File: src/smu_pkg.sv
// Purpose: shared constants and types for the translation shell and its system end
// Assumes: one core clock, single-level walk table, address channels only on the link
// Notes: register indices are word indices taken from paddr[15:2]
package smu_pkg;
   localparam int SID_W = 4;
   localparam int CTX_N = 8;
   localparam int CTX_W = 3;
   localparam int SSD_W = 5;
   localparam int IA_W = 32;
   localparam int OA_W = 40;
   localparam int PG_W = 12;
   localparam int WD_W = 64;
   localparam int IDX_W = 14;
   // data path protocol choice
   typedef enum logic [1:0] {
      MODE_AXI3 = 2'b00,
      MODE_AXI4 = 2'b01,
      MODE_ACEL = 2'b10
   } smu_mode_t;
   // maintenance message codes
   typedef enum logic [1:0] {
      DVM_TLBI_ALL = 2'b00,
      DVM_TLBI_CTX = 2'b01,
      DVM_TLBI_IPA = 2'b10,
      DVM_SYNC = 2'b11
   } smu_dvm_t;
   // register word indices
   localparam logic [IDX_W-1:0] REG_SMAP = 14'h0000;
   localparam logic [IDX_W-1:0] REG_TTB = 14'h0040;
   localparam logic [IDX_W-1:0] REG_SSD = 14'h0080;
   localparam logic [IDX_W-1:0] REG_CNT_REF = 14'h00C0;
   localparam logic [IDX_W-1:0] REG_CNT_RD = 14'h00C1;
   localparam logic [IDX_W-1:0] REG_CNT_WR = 14'h00C2;
   localparam logic [IDX_W-1:0] REG_TLBI = 14'h00C3;
   localparam logic [IDX_W-1:0] REG_SYNC = 14'h00C4;
   // field positions and reset values
   localparam int PROT_NS_BIT = 1;
   localparam int LOCK_LK_BIT = 1;
   localparam int DESC_V_BIT = 0;
   localparam int TTB_SH = 8;
   localparam int WIX_W = 9;
   localparam logic [31:0] SSD_RST = 32'h0000_0000;
endpackage : smu_pkg

File: src/smu_link_if.sv
// Purpose: link between the translation shell and its system end
// Assumes: both ends on ref_clk
// Notes: request, programming and maintenance groups
`timescale 1ns/10ps
interface smu_link_if;
   import smu_pkg::*;
   // upstream address request
   logic req_valid;
   logic req_ready;
   logic req_write;
   logic [IA_W-1:0] req_addr;
   logic [2:0] req_prot;
   logic [1:0] req_lock;
   logic [SID_W-1:0] req_sid;
   logic [SSD_W-1:0] req_ssd;
   logic req_bar;
   // programming port
   logic pclken;
   logic psel_s;
   logic psel_ns;
   logic penable;
   logic pwrite;
   logic [31:0] paddr;
   logic [31:0] pwdata;
   logic [31:0] prdata;
   logic pready;
   logic pslverr;
   // maintenance snoop channel
   logic ac_valid;
   logic ac_ready;
   logic [1:0] ac_op;
   logic [CTX_W-1:0] ac_ctx;
   logic sync_done;
   modport dev (
      input req_valid, req_write, req_addr, req_prot, req_lock, req_sid, req_ssd, req_bar,
      output req_ready,
      input pclken, psel_s, psel_ns, penable, pwrite, paddr, pwdata,
      output prdata, pready, pslverr,
      input ac_valid, ac_op, ac_ctx,
      output ac_ready, sync_done
   );
   modport sys (
      output req_valid, req_write, req_addr, req_prot, req_lock, req_sid, req_ssd, req_bar,
      input req_ready,
      output pclken, psel_s, psel_ns, penable, pwrite, paddr, pwdata,
      input prdata, pready, pslverr,
      output ac_valid, ac_op, ac_ctx,
      input ac_ready, sync_done
   );
endinterface : smu_link_if

File: src/smu_device.sv
// Purpose: translation shell, request lookup, walk, programming and maintenance
// Assumes: one transaction in flight, single-level walk table
// Notes: data channels travel beside this block unchanged
`timescale 1ns/10ps
module smu_device #(
   parameter smu_pkg::smu_mode_t MODE = smu_pkg::MODE_AXI3,
   parameter bit WALK_PORT = 1'b1,
   parameter bit ADDR_SLICE = 1'b0,
   parameter int TLB_N = 4
) (
   // clock and reset
   input wire logic ref_clk,
   input wire logic arst_n,
   // upstream, programming and maintenance link
   smu_link_if.dev lnk,
   // downstream master port, address side
   output logic down_valid,
   input wire logic down_ready,
   output logic down_write,
   output logic [smu_pkg::OA_W-1:0] down_addr,
   output logic [2:0] down_prot,
   output logic [1:0] down_lock,
   output logic down_bar,
   output logic [smu_pkg::CTX_W-1:0] down_ctx,
   output logic down_secure,
   // walk read port
   output logic walk_arvalid,
   input wire logic walk_arready,
   output logic [smu_pkg::OA_W-1:0] walk_araddr,
   input wire logic walk_rvalid,
   input wire logic [smu_pkg::WD_W-1:0] walk_rdata
);
   import smu_pkg::*;
   localparam int VPN_W = IA_W - PG_W;
   localparam int PPN_W = OA_W - PG_W;
   localparam int VIC_W = (TLB_N > 1) ? $clog2(TLB_N) : 1;
   localparam bit DVM_OK = (MODE == MODE_ACEL) || WALK_PORT;

   // refuse sizes the victim pointer cannot serve
   if (TLB_N < 1 || TLB_N > 16) begin : g_bad_tlb
      $error("TLB_N must be 1 to 16");
   end

   typedef enum logic [2:0] {
      ST_IDLE = 3'b000,
      ST_SLICE = 3'b001,
      ST_LOOK = 3'b010,
      ST_WAR = 3'b011,
      ST_WR = 3'b100,
      ST_OUT = 3'b101
   } smu_st_t;

   smu_st_t st_r;
   logic [CTX_W-1:0] smap_r [2**SID_W];
   logic [31:0] ttb_r [CTX_N];
   logic [31:0] ssd_r;
   logic [31:0] cnt_ref_r, cnt_rd_r, cnt_wr_r;
   logic tlb_v_r [TLB_N];
   logic [CTX_W-1:0] tlb_ctx_r [TLB_N];
   logic [VPN_W-1:0] tlb_vpn_r [TLB_N];
   logic [PPN_W-1:0] tlb_ppn_r [TLB_N];
   logic [VIC_W-1:0] vic_r;
   logic cur_write_r, cur_sec_r, cur_bar_r;
   logic [IA_W-1:0] cur_addr_r;
   logic [2:0] cur_prot_r;
   logic [1:0] cur_lock_r;
   logic [CTX_W-1:0] cur_ctx_r;
   logic req_ready_r, pready_r, pslverr_r, ac_ready_r, sync_pend_r, sync_done_r;
   logic [31:0] prdata_r;
   logic hit;
   logic [PPN_W-1:0] hit_ppn;
   logic apb_go, apb_wr, fill, fill_ok, dvm_take, do_tlbi_all, sync_req, req_take;
   logic [IDX_W-1:0] idx;

   // word index of a programming address
   function automatic logic [IDX_W-1:0] reg_index(input logic [31:0] a);
      return a[15:2];
   endfunction : reg_index

   assign lnk.req_ready = req_ready_r;
   assign lnk.prdata = prdata_r;
   assign lnk.pready = pready_r;
   assign lnk.pslverr = pslverr_r;
   assign lnk.ac_ready = ac_ready_r;
   assign lnk.sync_done = sync_done_r;

   assign idx = reg_index(lnk.paddr);
   assign apb_go = (lnk.psel_s | lnk.psel_ns) & lnk.penable & lnk.pclken & ~pready_r;
   assign apb_wr = apb_go & lnk.pwrite;
   assign req_take = lnk.req_valid & req_ready_r;
   assign dvm_take = lnk.ac_valid & ac_ready_r;
   assign fill = (st_r == ST_WR) & walk_rvalid;
   assign fill_ok = fill & walk_rdata[DESC_V_BIT];
   assign do_tlbi_all = (dvm_take & (lnk.ac_op == DVM_TLBI_ALL)) | (apb_wr & (idx == REG_TLBI));
   assign sync_req = (dvm_take & (lnk.ac_op == DVM_SYNC)) | (apb_wr & (idx == REG_SYNC));

   // tlb compare on the held request
   always_comb begin
      hit = 1'b0;
      hit_ppn = '0;
      for (int i = 0; i < TLB_N; i++) begin
         if (tlb_v_r[i] && tlb_ctx_r[i] == cur_ctx_r && tlb_vpn_r[i] == cur_addr_r[IA_W-1:PG_W]) begin
            hit = 1'b1;
            hit_ppn = tlb_ppn_r[i];
         end
      end
   end

   // programming port, one wait state, moves only on enabled edges
   always_ff @(posedge ref_clk or negedge arst_n) begin
      if (!arst_n) begin
         pready_r <= 1'b0;
         pslverr_r <= 1'b0;
         prdata_r <= 32'h0000_0000;
      end else if (lnk.pclken) begin
         pready_r <= apb_go;
         pslverr_r <= apb_go & (idx == REG_SSD) & ~lnk.psel_s;
         if (apb_go) begin
            unique casez (idx)
               14'b0000_0000_00????: prdata_r <= 32'(smap_r[idx[SID_W-1:0]]);
               14'b0000_0001_000???: prdata_r <= ttb_r[idx[CTX_W-1:0]];
               REG_SSD: prdata_r <= lnk.psel_s ? ssd_r : 32'h0000_0000;
               REG_CNT_REF: prdata_r <= cnt_ref_r;
               REG_CNT_RD: prdata_r <= cnt_rd_r;
               REG_CNT_WR: prdata_r <= cnt_wr_r;
               default: prdata_r <= 32'h0000_0000;
            endcase
         end
      end
   end

   // mapping, table base and security tables
   always_ff @(posedge ref_clk or negedge arst_n) begin
      if (!arst_n) begin
         for (int i = 0; i < 2**SID_W; i++) smap_r[i] <= '0;
         for (int i = 0; i < CTX_N; i++) ttb_r[i] <= 32'h0000_0000;
         ssd_r <= SSD_RST;
      end else if (apb_wr) begin
         if (idx[IDX_W-1:SID_W] == REG_SMAP[IDX_W-1:SID_W])
            smap_r[idx[SID_W-1:0]] <= lnk.pwdata[CTX_W-1:0];
         if (idx[IDX_W-1:CTX_W] == REG_TTB[IDX_W-1:CTX_W])
            ttb_r[idx[CTX_W-1:0]] <= lnk.pwdata;
         if (idx == REG_SSD && lnk.psel_s)
            ssd_r <= lnk.pwdata;
      end
   end

   always_ff @(posedge ref_clk or negedge arst_n) begin
      if (!arst_n) begin
         cnt_ref_r <= 32'h0000_0000;
         cnt_rd_r <= 32'h0000_0000;
         cnt_wr_r <= 32'h0000_0000;
      end else begin
         cnt_ref_r <= ((apb_wr && idx == REG_CNT_REF) ? 32'h0000_0000 : cnt_ref_r)
            + 32'(fill_ok);
         cnt_rd_r <= ((apb_wr && idx == REG_CNT_RD) ? 32'h0000_0000 : cnt_rd_r)
            + 32'(req_take & ~lnk.req_write & ~lnk.req_bar);
         cnt_wr_r <= ((apb_wr && idx == REG_CNT_WR) ? 32'h0000_0000 : cnt_wr_r)
            + 32'(req_take & lnk.req_write & ~lnk.req_bar);
      end
   end

   // tlb fill and invalidation
   always_ff @(posedge ref_clk or negedge arst_n) begin
      if (!arst_n) begin
         vic_r <= '0;
         for (int i = 0; i < TLB_N; i++) begin
            tlb_v_r[i] <= 1'b0;
            tlb_ctx_r[i] <= '0;
            tlb_vpn_r[i] <= '0;
            tlb_ppn_r[i] <= '0;
         end
      end else begin
         for (int i = 0; i < TLB_N; i++) begin
            if (do_tlbi_all || (dvm_take && lnk.ac_op == DVM_TLBI_CTX && tlb_ctx_r[i] == lnk.ac_ctx))
               tlb_v_r[i] <= 1'b0;
         end
         if (fill_ok) begin
            tlb_v_r[vic_r] <= 1'b1;
            tlb_ctx_r[vic_r] <= cur_ctx_r;
            tlb_vpn_r[vic_r] <= cur_addr_r[IA_W-1:PG_W];
            tlb_ppn_r[vic_r] <= walk_rdata[OA_W-1:PG_W];
            vic_r <= (32'(vic_r) == TLB_N - 1) ? '0 : vic_r + 1'b1;
         end
      end
   end

   // maintenance acceptance and sync toward the buffer side
   always_ff @(posedge ref_clk or negedge arst_n) begin
      if (!arst_n) begin
         ac_ready_r <= 1'b0;
         sync_pend_r <= 1'b0;
         sync_done_r <= 1'b0;
      end else begin
         ac_ready_r <= DVM_OK & lnk.ac_valid & ~ac_ready_r & (st_r == ST_IDLE);
         sync_done_r <= sync_pend_r & (st_r == ST_IDLE);
         sync_pend_r <= sync_req | (sync_pend_r & (st_r != ST_IDLE));
      end
   end

   // request sequence: capture, lookup, walk, issue
   always_ff @(posedge ref_clk or negedge arst_n) begin
      if (!arst_n) begin
         st_r <= ST_IDLE;
         req_ready_r <= 1'b0;
         {cur_write_r, cur_sec_r, cur_bar_r} <= 3'b000;
         cur_addr_r <= '0;
         cur_prot_r <= 3'b000;
         cur_lock_r <= 2'b00;
         cur_ctx_r <= '0;
         walk_arvalid <= 1'b0;
         walk_araddr <= '0;
         down_valid <= 1'b0;
         {down_write, down_bar, down_secure} <= 3'b000;
         down_addr <= '0;
         down_prot <= 3'b000;
         down_lock <= 2'b00;
         down_ctx <= '0;
      end else begin
         unique case (st_r)
            ST_IDLE: begin
               req_ready_r <= ~req_take;
               if (req_take) begin
                  cur_write_r <= lnk.req_write;
                  cur_addr_r <= lnk.req_addr;
                  cur_prot_r <= lnk.req_prot;
                  cur_bar_r <= lnk.req_bar;
                  cur_lock_r <= (MODE == MODE_AXI3) ? (lnk.req_lock & 2'b01) : lnk.req_lock;
                  cur_ctx_r <= smap_r[lnk.req_sid];
                  cur_sec_r <= ssd_r[lnk.req_ssd];
                  st_r <= ADDR_SLICE ? ST_SLICE : ST_LOOK;
               end
            end
            ST_SLICE: st_r <= ST_LOOK;
            ST_LOOK: begin
               if (hit || cur_bar_r) begin
                  down_addr <= cur_bar_r ? OA_W'(cur_addr_r) : {hit_ppn, cur_addr_r[PG_W-1:0]};
                  down_valid <= 1'b1;
                  down_write <= cur_write_r;
                  down_prot <= cur_prot_r;
                  down_lock <= cur_lock_r;
                  down_bar <= cur_bar_r;
                  down_ctx <= cur_ctx_r;
                  down_secure <= cur_sec_r;
                  st_r <= ST_OUT;
               end else begin
                  walk_araddr <= {ttb_r[cur_ctx_r], TTB_SH'(0)}
                     + OA_W'({cur_addr_r[PG_W+WIX_W-1:PG_W], 3'b000});
                  walk_arvalid <= 1'b1;
                  st_r <= ST_WAR;
               end
            end
            ST_WAR: begin
               if (walk_arready) begin
                  walk_arvalid <= 1'b0;
                  st_r <= ST_WR;
               end
            end
            ST_WR: begin
               // invalid descriptor terminates the request
               if (fill) begin
                  st_r <= fill_ok ? ST_LOOK : ST_IDLE;
                  req_ready_r <= ~fill_ok;
               end
            end
            ST_OUT: begin
               if (down_ready) begin
                  down_valid <= 1'b0;
                  req_ready_r <= 1'b1;
                  st_r <= ST_IDLE;
               end
            end
            default: st_r <= ST_IDLE;
         endcase
      end
   end
endmodule : smu_device

File: src/flat_wrapper.sv
// flat-port wrapper written by rule: the top's interface ports become plain ports
module smu_device_flat import smu_pkg::*;
#(
   parameter smu_pkg::smu_mode_t MODE = smu_pkg::MODE_AXI3,
   parameter bit WALK_PORT = 1'b1,
   parameter bit ADDR_SLICE = 1'b0,
   parameter int TLB_N = 4
)
  (ref_clk, arst_n, down_valid, down_ready, down_write, down_addr, down_prot, down_lock, down_bar, down_ctx, down_secure, walk_arvalid, walk_arready, walk_araddr, walk_rvalid, walk_rdata, lnk_req_valid, lnk_req_write, lnk_req_addr, lnk_req_prot, lnk_req_lock, lnk_req_sid, lnk_req_ssd, lnk_req_bar, lnk_req_ready, lnk_pclken, lnk_psel_s, lnk_psel_ns, lnk_penable, lnk_pwrite, lnk_paddr, lnk_pwdata, lnk_prdata, lnk_pready, lnk_pslverr, lnk_ac_valid, lnk_ac_op, lnk_ac_ctx, lnk_ac_ready, lnk_sync_done);
  smu_link_if lnk_i ();
  input wire logic ref_clk;
  input wire logic arst_n;
  output logic down_valid;
  input wire logic down_ready;
  output logic down_write;
  output logic [smu_pkg::OA_W-1:0] down_addr;
  output logic [2:0] down_prot;
  output logic [1:0] down_lock;
  output logic down_bar;
  output logic [smu_pkg::CTX_W-1:0] down_ctx;
  output logic down_secure;
  output logic walk_arvalid;
  input wire logic walk_arready;
  output logic [smu_pkg::OA_W-1:0] walk_araddr;
  input wire logic walk_rvalid;
  input wire logic [smu_pkg::WD_W-1:0] walk_rdata;
  input wire logic [$bits(lnk_i.req_valid)-1:0] lnk_req_valid;
  input wire logic [$bits(lnk_i.req_write)-1:0] lnk_req_write;
  input wire logic [$bits(lnk_i.req_addr)-1:0] lnk_req_addr;
  input wire logic [$bits(lnk_i.req_prot)-1:0] lnk_req_prot;
  input wire logic [$bits(lnk_i.req_lock)-1:0] lnk_req_lock;
  input wire logic [$bits(lnk_i.req_sid)-1:0] lnk_req_sid;
  input wire logic [$bits(lnk_i.req_ssd)-1:0] lnk_req_ssd;
  input wire logic [$bits(lnk_i.req_bar)-1:0] lnk_req_bar;
  output wire logic [$bits(lnk_i.req_ready)-1:0] lnk_req_ready;
  input wire logic [$bits(lnk_i.pclken)-1:0] lnk_pclken;
  input wire logic [$bits(lnk_i.psel_s)-1:0] lnk_psel_s;
  input wire logic [$bits(lnk_i.psel_ns)-1:0] lnk_psel_ns;
  input wire logic [$bits(lnk_i.penable)-1:0] lnk_penable;
  input wire logic [$bits(lnk_i.pwrite)-1:0] lnk_pwrite;
  input wire logic [$bits(lnk_i.paddr)-1:0] lnk_paddr;
  input wire logic [$bits(lnk_i.pwdata)-1:0] lnk_pwdata;
  output wire logic [$bits(lnk_i.prdata)-1:0] lnk_prdata;
  output wire logic [$bits(lnk_i.pready)-1:0] lnk_pready;
  output wire logic [$bits(lnk_i.pslverr)-1:0] lnk_pslverr;
  input wire logic [$bits(lnk_i.ac_valid)-1:0] lnk_ac_valid;
  input wire logic [$bits(lnk_i.ac_op)-1:0] lnk_ac_op;
  input wire logic [$bits(lnk_i.ac_ctx)-1:0] lnk_ac_ctx;
  output wire logic [$bits(lnk_i.ac_ready)-1:0] lnk_ac_ready;
  output wire logic [$bits(lnk_i.sync_done)-1:0] lnk_sync_done;
  assign lnk_i.req_valid = lnk_req_valid;
  assign lnk_i.req_write = lnk_req_write;
  assign lnk_i.req_addr = lnk_req_addr;
  assign lnk_i.req_prot = lnk_req_prot;
  assign lnk_i.req_lock = lnk_req_lock;
  assign lnk_i.req_sid = lnk_req_sid;
  assign lnk_i.req_ssd = lnk_req_ssd;
  assign lnk_i.req_bar = lnk_req_bar;
  assign lnk_req_ready = lnk_i.req_ready;
  assign lnk_i.pclken = lnk_pclken;
  assign lnk_i.psel_s = lnk_psel_s;
  assign lnk_i.psel_ns = lnk_psel_ns;
  assign lnk_i.penable = lnk_penable;
  assign lnk_i.pwrite = lnk_pwrite;
  assign lnk_i.paddr = lnk_paddr;
  assign lnk_i.pwdata = lnk_pwdata;
  assign lnk_prdata = lnk_i.prdata;
  assign lnk_pready = lnk_i.pready;
  assign lnk_pslverr = lnk_i.pslverr;
  assign lnk_i.ac_valid = lnk_ac_valid;
  assign lnk_i.ac_op = lnk_ac_op;
  assign lnk_i.ac_ctx = lnk_ac_ctx;
  assign lnk_ac_ready = lnk_i.ac_ready;
  assign lnk_sync_done = lnk_i.sync_done;
  smu_device #(.MODE(MODE), .WALK_PORT(WALK_PORT), .ADDR_SLICE(ADDR_SLICE), .TLB_N(TLB_N)) u_core (.ref_clk(ref_clk), .arst_n(arst_n), .lnk(lnk_i), .down_valid(down_valid), .down_ready(down_ready), .down_write(down_write), .down_addr(down_addr), .down_prot(down_prot), .down_lock(down_lock), .down_bar(down_bar), .down_ctx(down_ctx), .down_secure(down_secure), .walk_arvalid(walk_arvalid), .walk_arready(walk_arready), .walk_araddr(walk_araddr), .walk_rvalid(walk_rvalid), .walk_rdata(walk_rdata));
endmodule
File: config.mk
export PLATFORM = sky130hd
export DESIGN_NAME = smu_device_flat
export DESIGN_NICKNAME = d
export VERILOG_FILES = /design/src/smu_pkg.sv /design/src/smu_link_if.sv /design/src/smu_device.sv /design/src/flat_wrapper.sv
export SDC_FILE = /design/constraint.sdc
export NUM_CORES = 2
export LEC_CHECK = 0
export ABC_CLOCK_PERIOD_IN_PS = 7150
export BUFFER_PORTS_ARGS = -buffer_cell sky130_fd_sc_hd__buf_2
export CORE_MARGIN = 8
export CORE_UTILIZATION = 55
export DETAILED_ROUTE_END_ITERATION = 8
export HOLD_SLACK_MARGIN = 0.15
export PLACE_DENSITY = 0.77
export SLEW_MARGIN = 10
export SYNTH_ARGS = -nofsm -noshare
export SYNTH_HDL_FRONTEND = slang
export SYNTH_SLANG_ARGS = --single-unit
File: constraint.sdc
create_clock -name ref_clk -period 7.15 [get_ports ref_clk]
set_clock_uncertainty 0.1 [all_clocks]
set_input_delay 1.0725 -clock ref_clk [delete_from_list [all_inputs] [get_ports ref_clk]]
set_output_delay 1.0725 -clock ref_clk [all_outputs]
set_load 0.1 [all_outputs]
Word-level counts from Yosys, hierarchy flattened

Cells that the tools add are included.
W data, S select, Z words.

Flip-flop bits (word level): 817
Input bits: 193
Logic and storage cells: 267

$add $sub $neg: 5
$lt $le $gt $ge: 9
Eq/ne operators: 33
Multiplexer cells: 67
Bitwise logic cells: 40
Reductions and logical operators: 43

Operator list:

| cell                  | number |
|---|---|
| $mux W32              | 9 |
| $bwmux W256           | 1 |
| $bmux W32 S3          | 2 |
| $pmux W32 S6          | 1 |
| $mux W28              | 5 |
| $bwmux W112           | 1 |
| $demux W32 S3         | 1 |
| $eq A14 B8 Y1 const B | 6 |
| $bwmux W80            | 1 |
| $eq A20 B20 Y1        | 4 |
| $add A32 B32 Y32      | 2 |
| $and A32 B32 Y32      | 2 |
| $not A1 Y32           | 2 |
| $demux W28 S2         | 1 |
| $bwmux W48            | 1 |
| $add A40 B12 Y40      | 1 |
| $demux W20 S2         | 1 |
| $mux W40              | 1 |
| $mux W3               | 11 |
| $add A32 B1 Y32       | 1 |
| $and A1 B32 Y32       | 1 |
| $bmux W3 S4           | 2 |
| $eq A3 B3 Y1          | 8 |
| $logic_and A1 B1 Y1   | 20 |
| other kinds (44)      | 112 |

Logic depth before layout (Yosys ltp)

Depth after elaboration: 11
Gate-level depth with buffers: 18
Gate-level depth less buffers: 12

Worst setup path before layout

OpenSTA, ideal clock, no wires.

Kind: flip-flop to flip-flop
Start: register u_core.cur_ctx_r[0]
End: register u_core.walk_araddr[24] in the netlist's numbering
Data arrival time: 4.012 ns
Slack: 2.905 ns
Cell stages (with the launch flop): 16
Path buffers: 5
Clock period less this slack: 4.245 ns
Cell sequence: dfrtp_1 buf_6 buf_6 buf_6 buf_2 clkbuf_1 mux4_2 mux2_2 ha_1 nor2b_1 o21ai_0 a21boi_0 nand4_2 nor4_1 xor2_1 o21ai_0

Longest elaborated chain between the ends: 10
Elaborated cells between the ends (all ways): 24
Those cells by class: add/sub (1); eq/ne (4); mux (7); bitwise (2); reduce/logical (10)

RTL lines:

| item                                                                      | line              | source |
|---|---|---|
| from (decl)                                                               | smu_device.sv:67  | `logic [CTX_W-1:0] cur_ctx_r;` |
| from (signal assigned)                                                    | smu_device.sv:229 | `cur_ctx_r <= smap_r[lnk.req_sid];` |
| parallel branches: the longest is 10 deep, another holds $add A40 B12 Y40 | --                |  |
| to (signal assigned)                                                      | smu_device.sv:247 | `walk_araddr <= {ttb_r[cur_ctx_r], TTB_SH'(0)}` |
| to (decl)                                                                 | smu_device.sv:29  | `output logic [smu_pkg::OA_W-1:0] walk_araddr,` |

Parallel ways; which one is timed is not known. The select of a mux whose other input is x is not followed.
A chain may end at the register's enable or synchronous reset.

Worst setup path in the final report

Start: register u_core.cur_ctx_r[1]
End: register u_core.walk_araddr[24] in the netlist's numbering

The elaborated chain is that of the path after synthesis.

==> impl_metrics.csv <==
group,metric,value,unit
pwr,leakagePower,21.1,nW
min_path,min_path_cells,2,
die,io_pins,323,
pwr,peakVddDrop,0.446,mV
setup_path,reg2reg_depth,13,
placement,place_ws,2.24,ns
placement,place_inst,4207,
final_layout,synthToLayoutAreaGrowth,12.7,%
run,maxCapViolations,0,
cts,cts_tree,"built",
min_path,hold_class,"reg2reg",
timing,final.setup.tns,0,ns
logic_synthesis,syn_inst,3147,
logic_synthesis,ys_ff_latch,814,
setup_path,reg2reg_from,"u_core.cur_ctx_r[1]",
cts,cts_made_buffers,89,
cts,hold_buffers,0,
setup_path,crit_path_start_kind,"register",
setup_path,required,7.54,ns
cts,cts_resized,0,
route,drt-wirelength-per-cell,24.4,um
setup_path,criticalPathCategory,"reg2reg",
die,core,72800,sq um
route,wl,107000,um
timing,worst_slew_pin_slew,1.17,ns
setup_path,cp_max_fo,63,
logic_synthesis,netlist_area,40400,sq um
setup_path,slowest_stage,"buf_4",
cts,post-cts-setup-buffers,0,
pwr,power_density,310,nW/um^2
route,vias_per_cell,6.22,
setup_path,cp_common_cell,"o21ai_0",
global_routing,grt_max_degree,182,
global_routing,grt_pass1_vias,27500,
timing,hold_ws,0.374,ns
route,firstDrtPassIters,6,
logic_synthesis,synthFlopType,"dfrtp_1",
timing,hold_viol,0,
logic_synthesis,synth.avg_cell_area,12.8,sq um
timing,slew_headroom,21.9,%
setup_path,cp.arrival,4.90,ns
status,status,"finished, final reports clean",
cts,clock_sinks,814,
final_layout,nNetsFinal,3547,
timing,slew_violations,0,
final_layout,drive_gt1_share,36.8,%
cts,clkLatencyLatePin,0.65,ns
timing,fmax,222,MHz
route,vias,27200,
timing,setup_viol,0,
die,chipHeight,287,um
global_routing,grt_pass1_wl,166000,um
setup_path,max_stage_delay,0.78,ns
cts,clock_tree.root_cell,"clkbuf_16",
timing,setup_slack,2.64,ns
timing,period_share,63.1,%
die,die_area,82300,sq um
logic_synthesis,synth_cell_types,70,
die,row_count,99,
cts,clk_pin_slew_worst_paths,0.06,ns
route,drt_iter0_drc,2682,
route,final_antenna_net_count,0,
global_routing,grt_use_total,25.7,%
die,die_w,287,um
logic_synthesis,seq_area_frac_synth,50.5,%
global_routing,grt_overflow,0,
min_path,hold_path_end,"u_core.walk_araddr[11]",
setup_path,rrSetupSlack,2.64,ns
placement,place.gp.congestion,0.901,
cts,cts_max_level,3,
final_layout,final_cell_count_no_fill,4382,
setup_path,worstSetupEndpointType,"register",
die,initial_core_util,55.4,%
logic_synthesis,synth_edf_count,0,
global_routing,antenna_found_initial,17,
placement,io_buffers,264,
logic_synthesis,async_flop_share,100,%
min_path,min_from,"u_core.walk_araddr[11]",
setup_path,r2r-end,"u_core.walk_araddr[24]",
cts,clockBufferDepth,3,
setup_path,crit_chain,"buf_4 -> mux4_2 -> mux2_2 -> ha_1 -> inv_1 -> fa_1 -> nor2b_1 -> o21ai_0 -> a21boi_0 -> nand4_2 -> nor4_1 -> xor2_1 -> o21ai_0",
placement,detailed_place_hpwl,71000,um
logic_synthesis,yosys_warnings,0,
route,drc,0,
timing,final.min_clock_period,4.51,ns
timing,rsz0062_at_grt,"no",
routing by layer:
metal  GRT usage [%]  part of all wire [%]
met1            35.9                    42
met2            39.9                    47
met3            4.95                   7.1
met4            9.97                   3.8
met5               0                 0.077
layout make-up:
class | count | area [sq um]
clock buffers | 130 | 2630
flip-flops and latches | 814 | 20400
clock inverters | 33 | 332
multi-input cells | 2062 | 19000
inverters | 60 | 225
well taps | 959 | 1200
fillers | 5576 | 27300
diodes | 12 | 30.0
repair buffers | 312 | 1750
sequential cells by signal, summed over array words and instances (netlist names), 2 cells and up:
signal / cells
u_core.ttb_r: 256
u_core.tlb_ppn_r: 112
u_core.tlb_vpn_r: 80
u_core.smap_r: 48
u_core.down_addr: 40
u_core.walk_araddr: 37
u_core.cnt_rd_r: 32
u_core.cnt_ref_r: 32
u_core.cnt_wr_r: 32
u_core.cur_addr_r: 32
u_core.lnk.prdata: 32
u_core.ssd_r: 32
u_core.tlb_ctx_r: 12
u_core.tlb_v_r: 4
u_core.cur_ctx_r: 3
u_core.cur_prot_r: 3
u_core.down_ctx: 3
u_core.down_prot: 3
u_core.st_r: 3
u_core.vic_r: 2
report_power, final:
group / internal [W] / leakage [nW] / switching, W
Clock: 0.00271 / 1.47 / 0.00190
Combinational: 0.00116 / 8.59 / 0.00238
Sequential: 0.00532 / 11.1 / 0.000650
worst max-delay path: cells and delay by family, from the launching register on:
| kind | cells | cell delay, ns |
|---|---|---|
| muxes | 2 | 0.56 |
| AOI/OAI and AO/OA | 3 | 0.61 |
| and+or+nand+nor | 3 | 0.92 |
| DFF | 1 | 0.53 |
| buffers and inverters | 2 | 0.84 |
| adders and majority gates | 2 | 0.59 |
| xor gates and xnor gates | 1 | 0.19 |
kinds of logic (layout without fill, tap and decap cells):
family,Yosys count,in the layout,synth area share (%)
xor gates and xnor gates,210,210,4.56
DFF,814,814,50.5
other,1,16,0.00929
AOI/OAI and AO/OA,303,303,5.18
and+or+nand+nor,691,691,8.42
muxes,839,839,28.0
buffers and inverters,274,535,2.90
adders and majority gates,15,15,0.483
cells in the mapped netlist (all sizes together) (40+ instances only):
cell type	instances	area, sq um
mux4	168	3820
nor2	224	841
a31oi	40	250
dfrtp	814	20400
xnor2	96	841
buf	75	424
clkbuf	139	522
mux2i	60	604
xor2	114	998
nand2	148	556
nand3	45	225
nand4	52	332
o21ai	111	556
inv	60	225
mux2	611	6880
cells in the final DEF (no fill, tap or decap), types with 6 or more instances in the layout:
cell type	Yosys	routed
or3_1	21	20
mux2_2	594	594
a21oi_1	19	18
a31oi_1	40	40
mux2_1	17	17
nand3_1	45	44
and3_1	30	30
nand4_1	51	51
nand2b_1	10	10
xnor2_1	96	96
clkinv_2	0	17
buf_4	10	46
a221o_1	29	29
nand2_1	148	143
dfrtp_1	814	810
clkbuf_8	0	23
nor4_1	35	35
mux4_1	10	10
a22o_1	20	20
and2_1	17	17
a31o_2	8	8
and4_1	10	10
clkbuf_1	139	17
a311o_1	8	8
mux4_2	158	158
nand3b_1	6	6
buf_2	45	261
nor2b_1	36	36
a221oi_1	32	32
mux2i_1	59	59
inv_1	60	60
nor3_1	33	31
ha_1	14	14
diode_2	0	12
nor2_4	0	9
a211oi_1	9	9
o21ai_0	106	106
nor2_1	224	212
clkbuf_16	0	90
xor2_1	114	114
worst max path at each step:
stage / from / to / slack (ns) / depth (start not counted)
6_report: u_core.cur_ctx_r[1] / u_core.walk_araddr[24] / 2.64 / 13
3_3_place_gp: lnk_paddr[2] / u_core.lnk.prdata[15] / 2.31 / 8
5_1_grt: u_core.cur_ctx_r[1] / u_core.walk_araddr[24] / 2.36 / 13
3_5_place_dp: lnk_paddr[2] / u_core.cnt_wr_r[20] / 2.24 / 12
4_1_cts: u_core.cur_ctx_r[1] / u_core.walk_araddr[24] / 2.57 / 13
2_1_floorplan: u_core.cur_ctx_r[0] / u_core.walk_araddr[24] / 2.90 / 15
stage by stage:
step | total power, W | util [%] | instance area [sq um]
floorplan | 0.00857 | - | 40400
global placement | 0.00945 | 58.4 | 42500
detailed placement | 0.00956 | 58.4 | 42500
CTS | 0.0142 | 62.4 | 45500
global route | 0.0147 | 62.5 | 45500
finish | 0.0141 | 62.5 | 45500
Note: power is estimated with default switching activity, not from simulation.
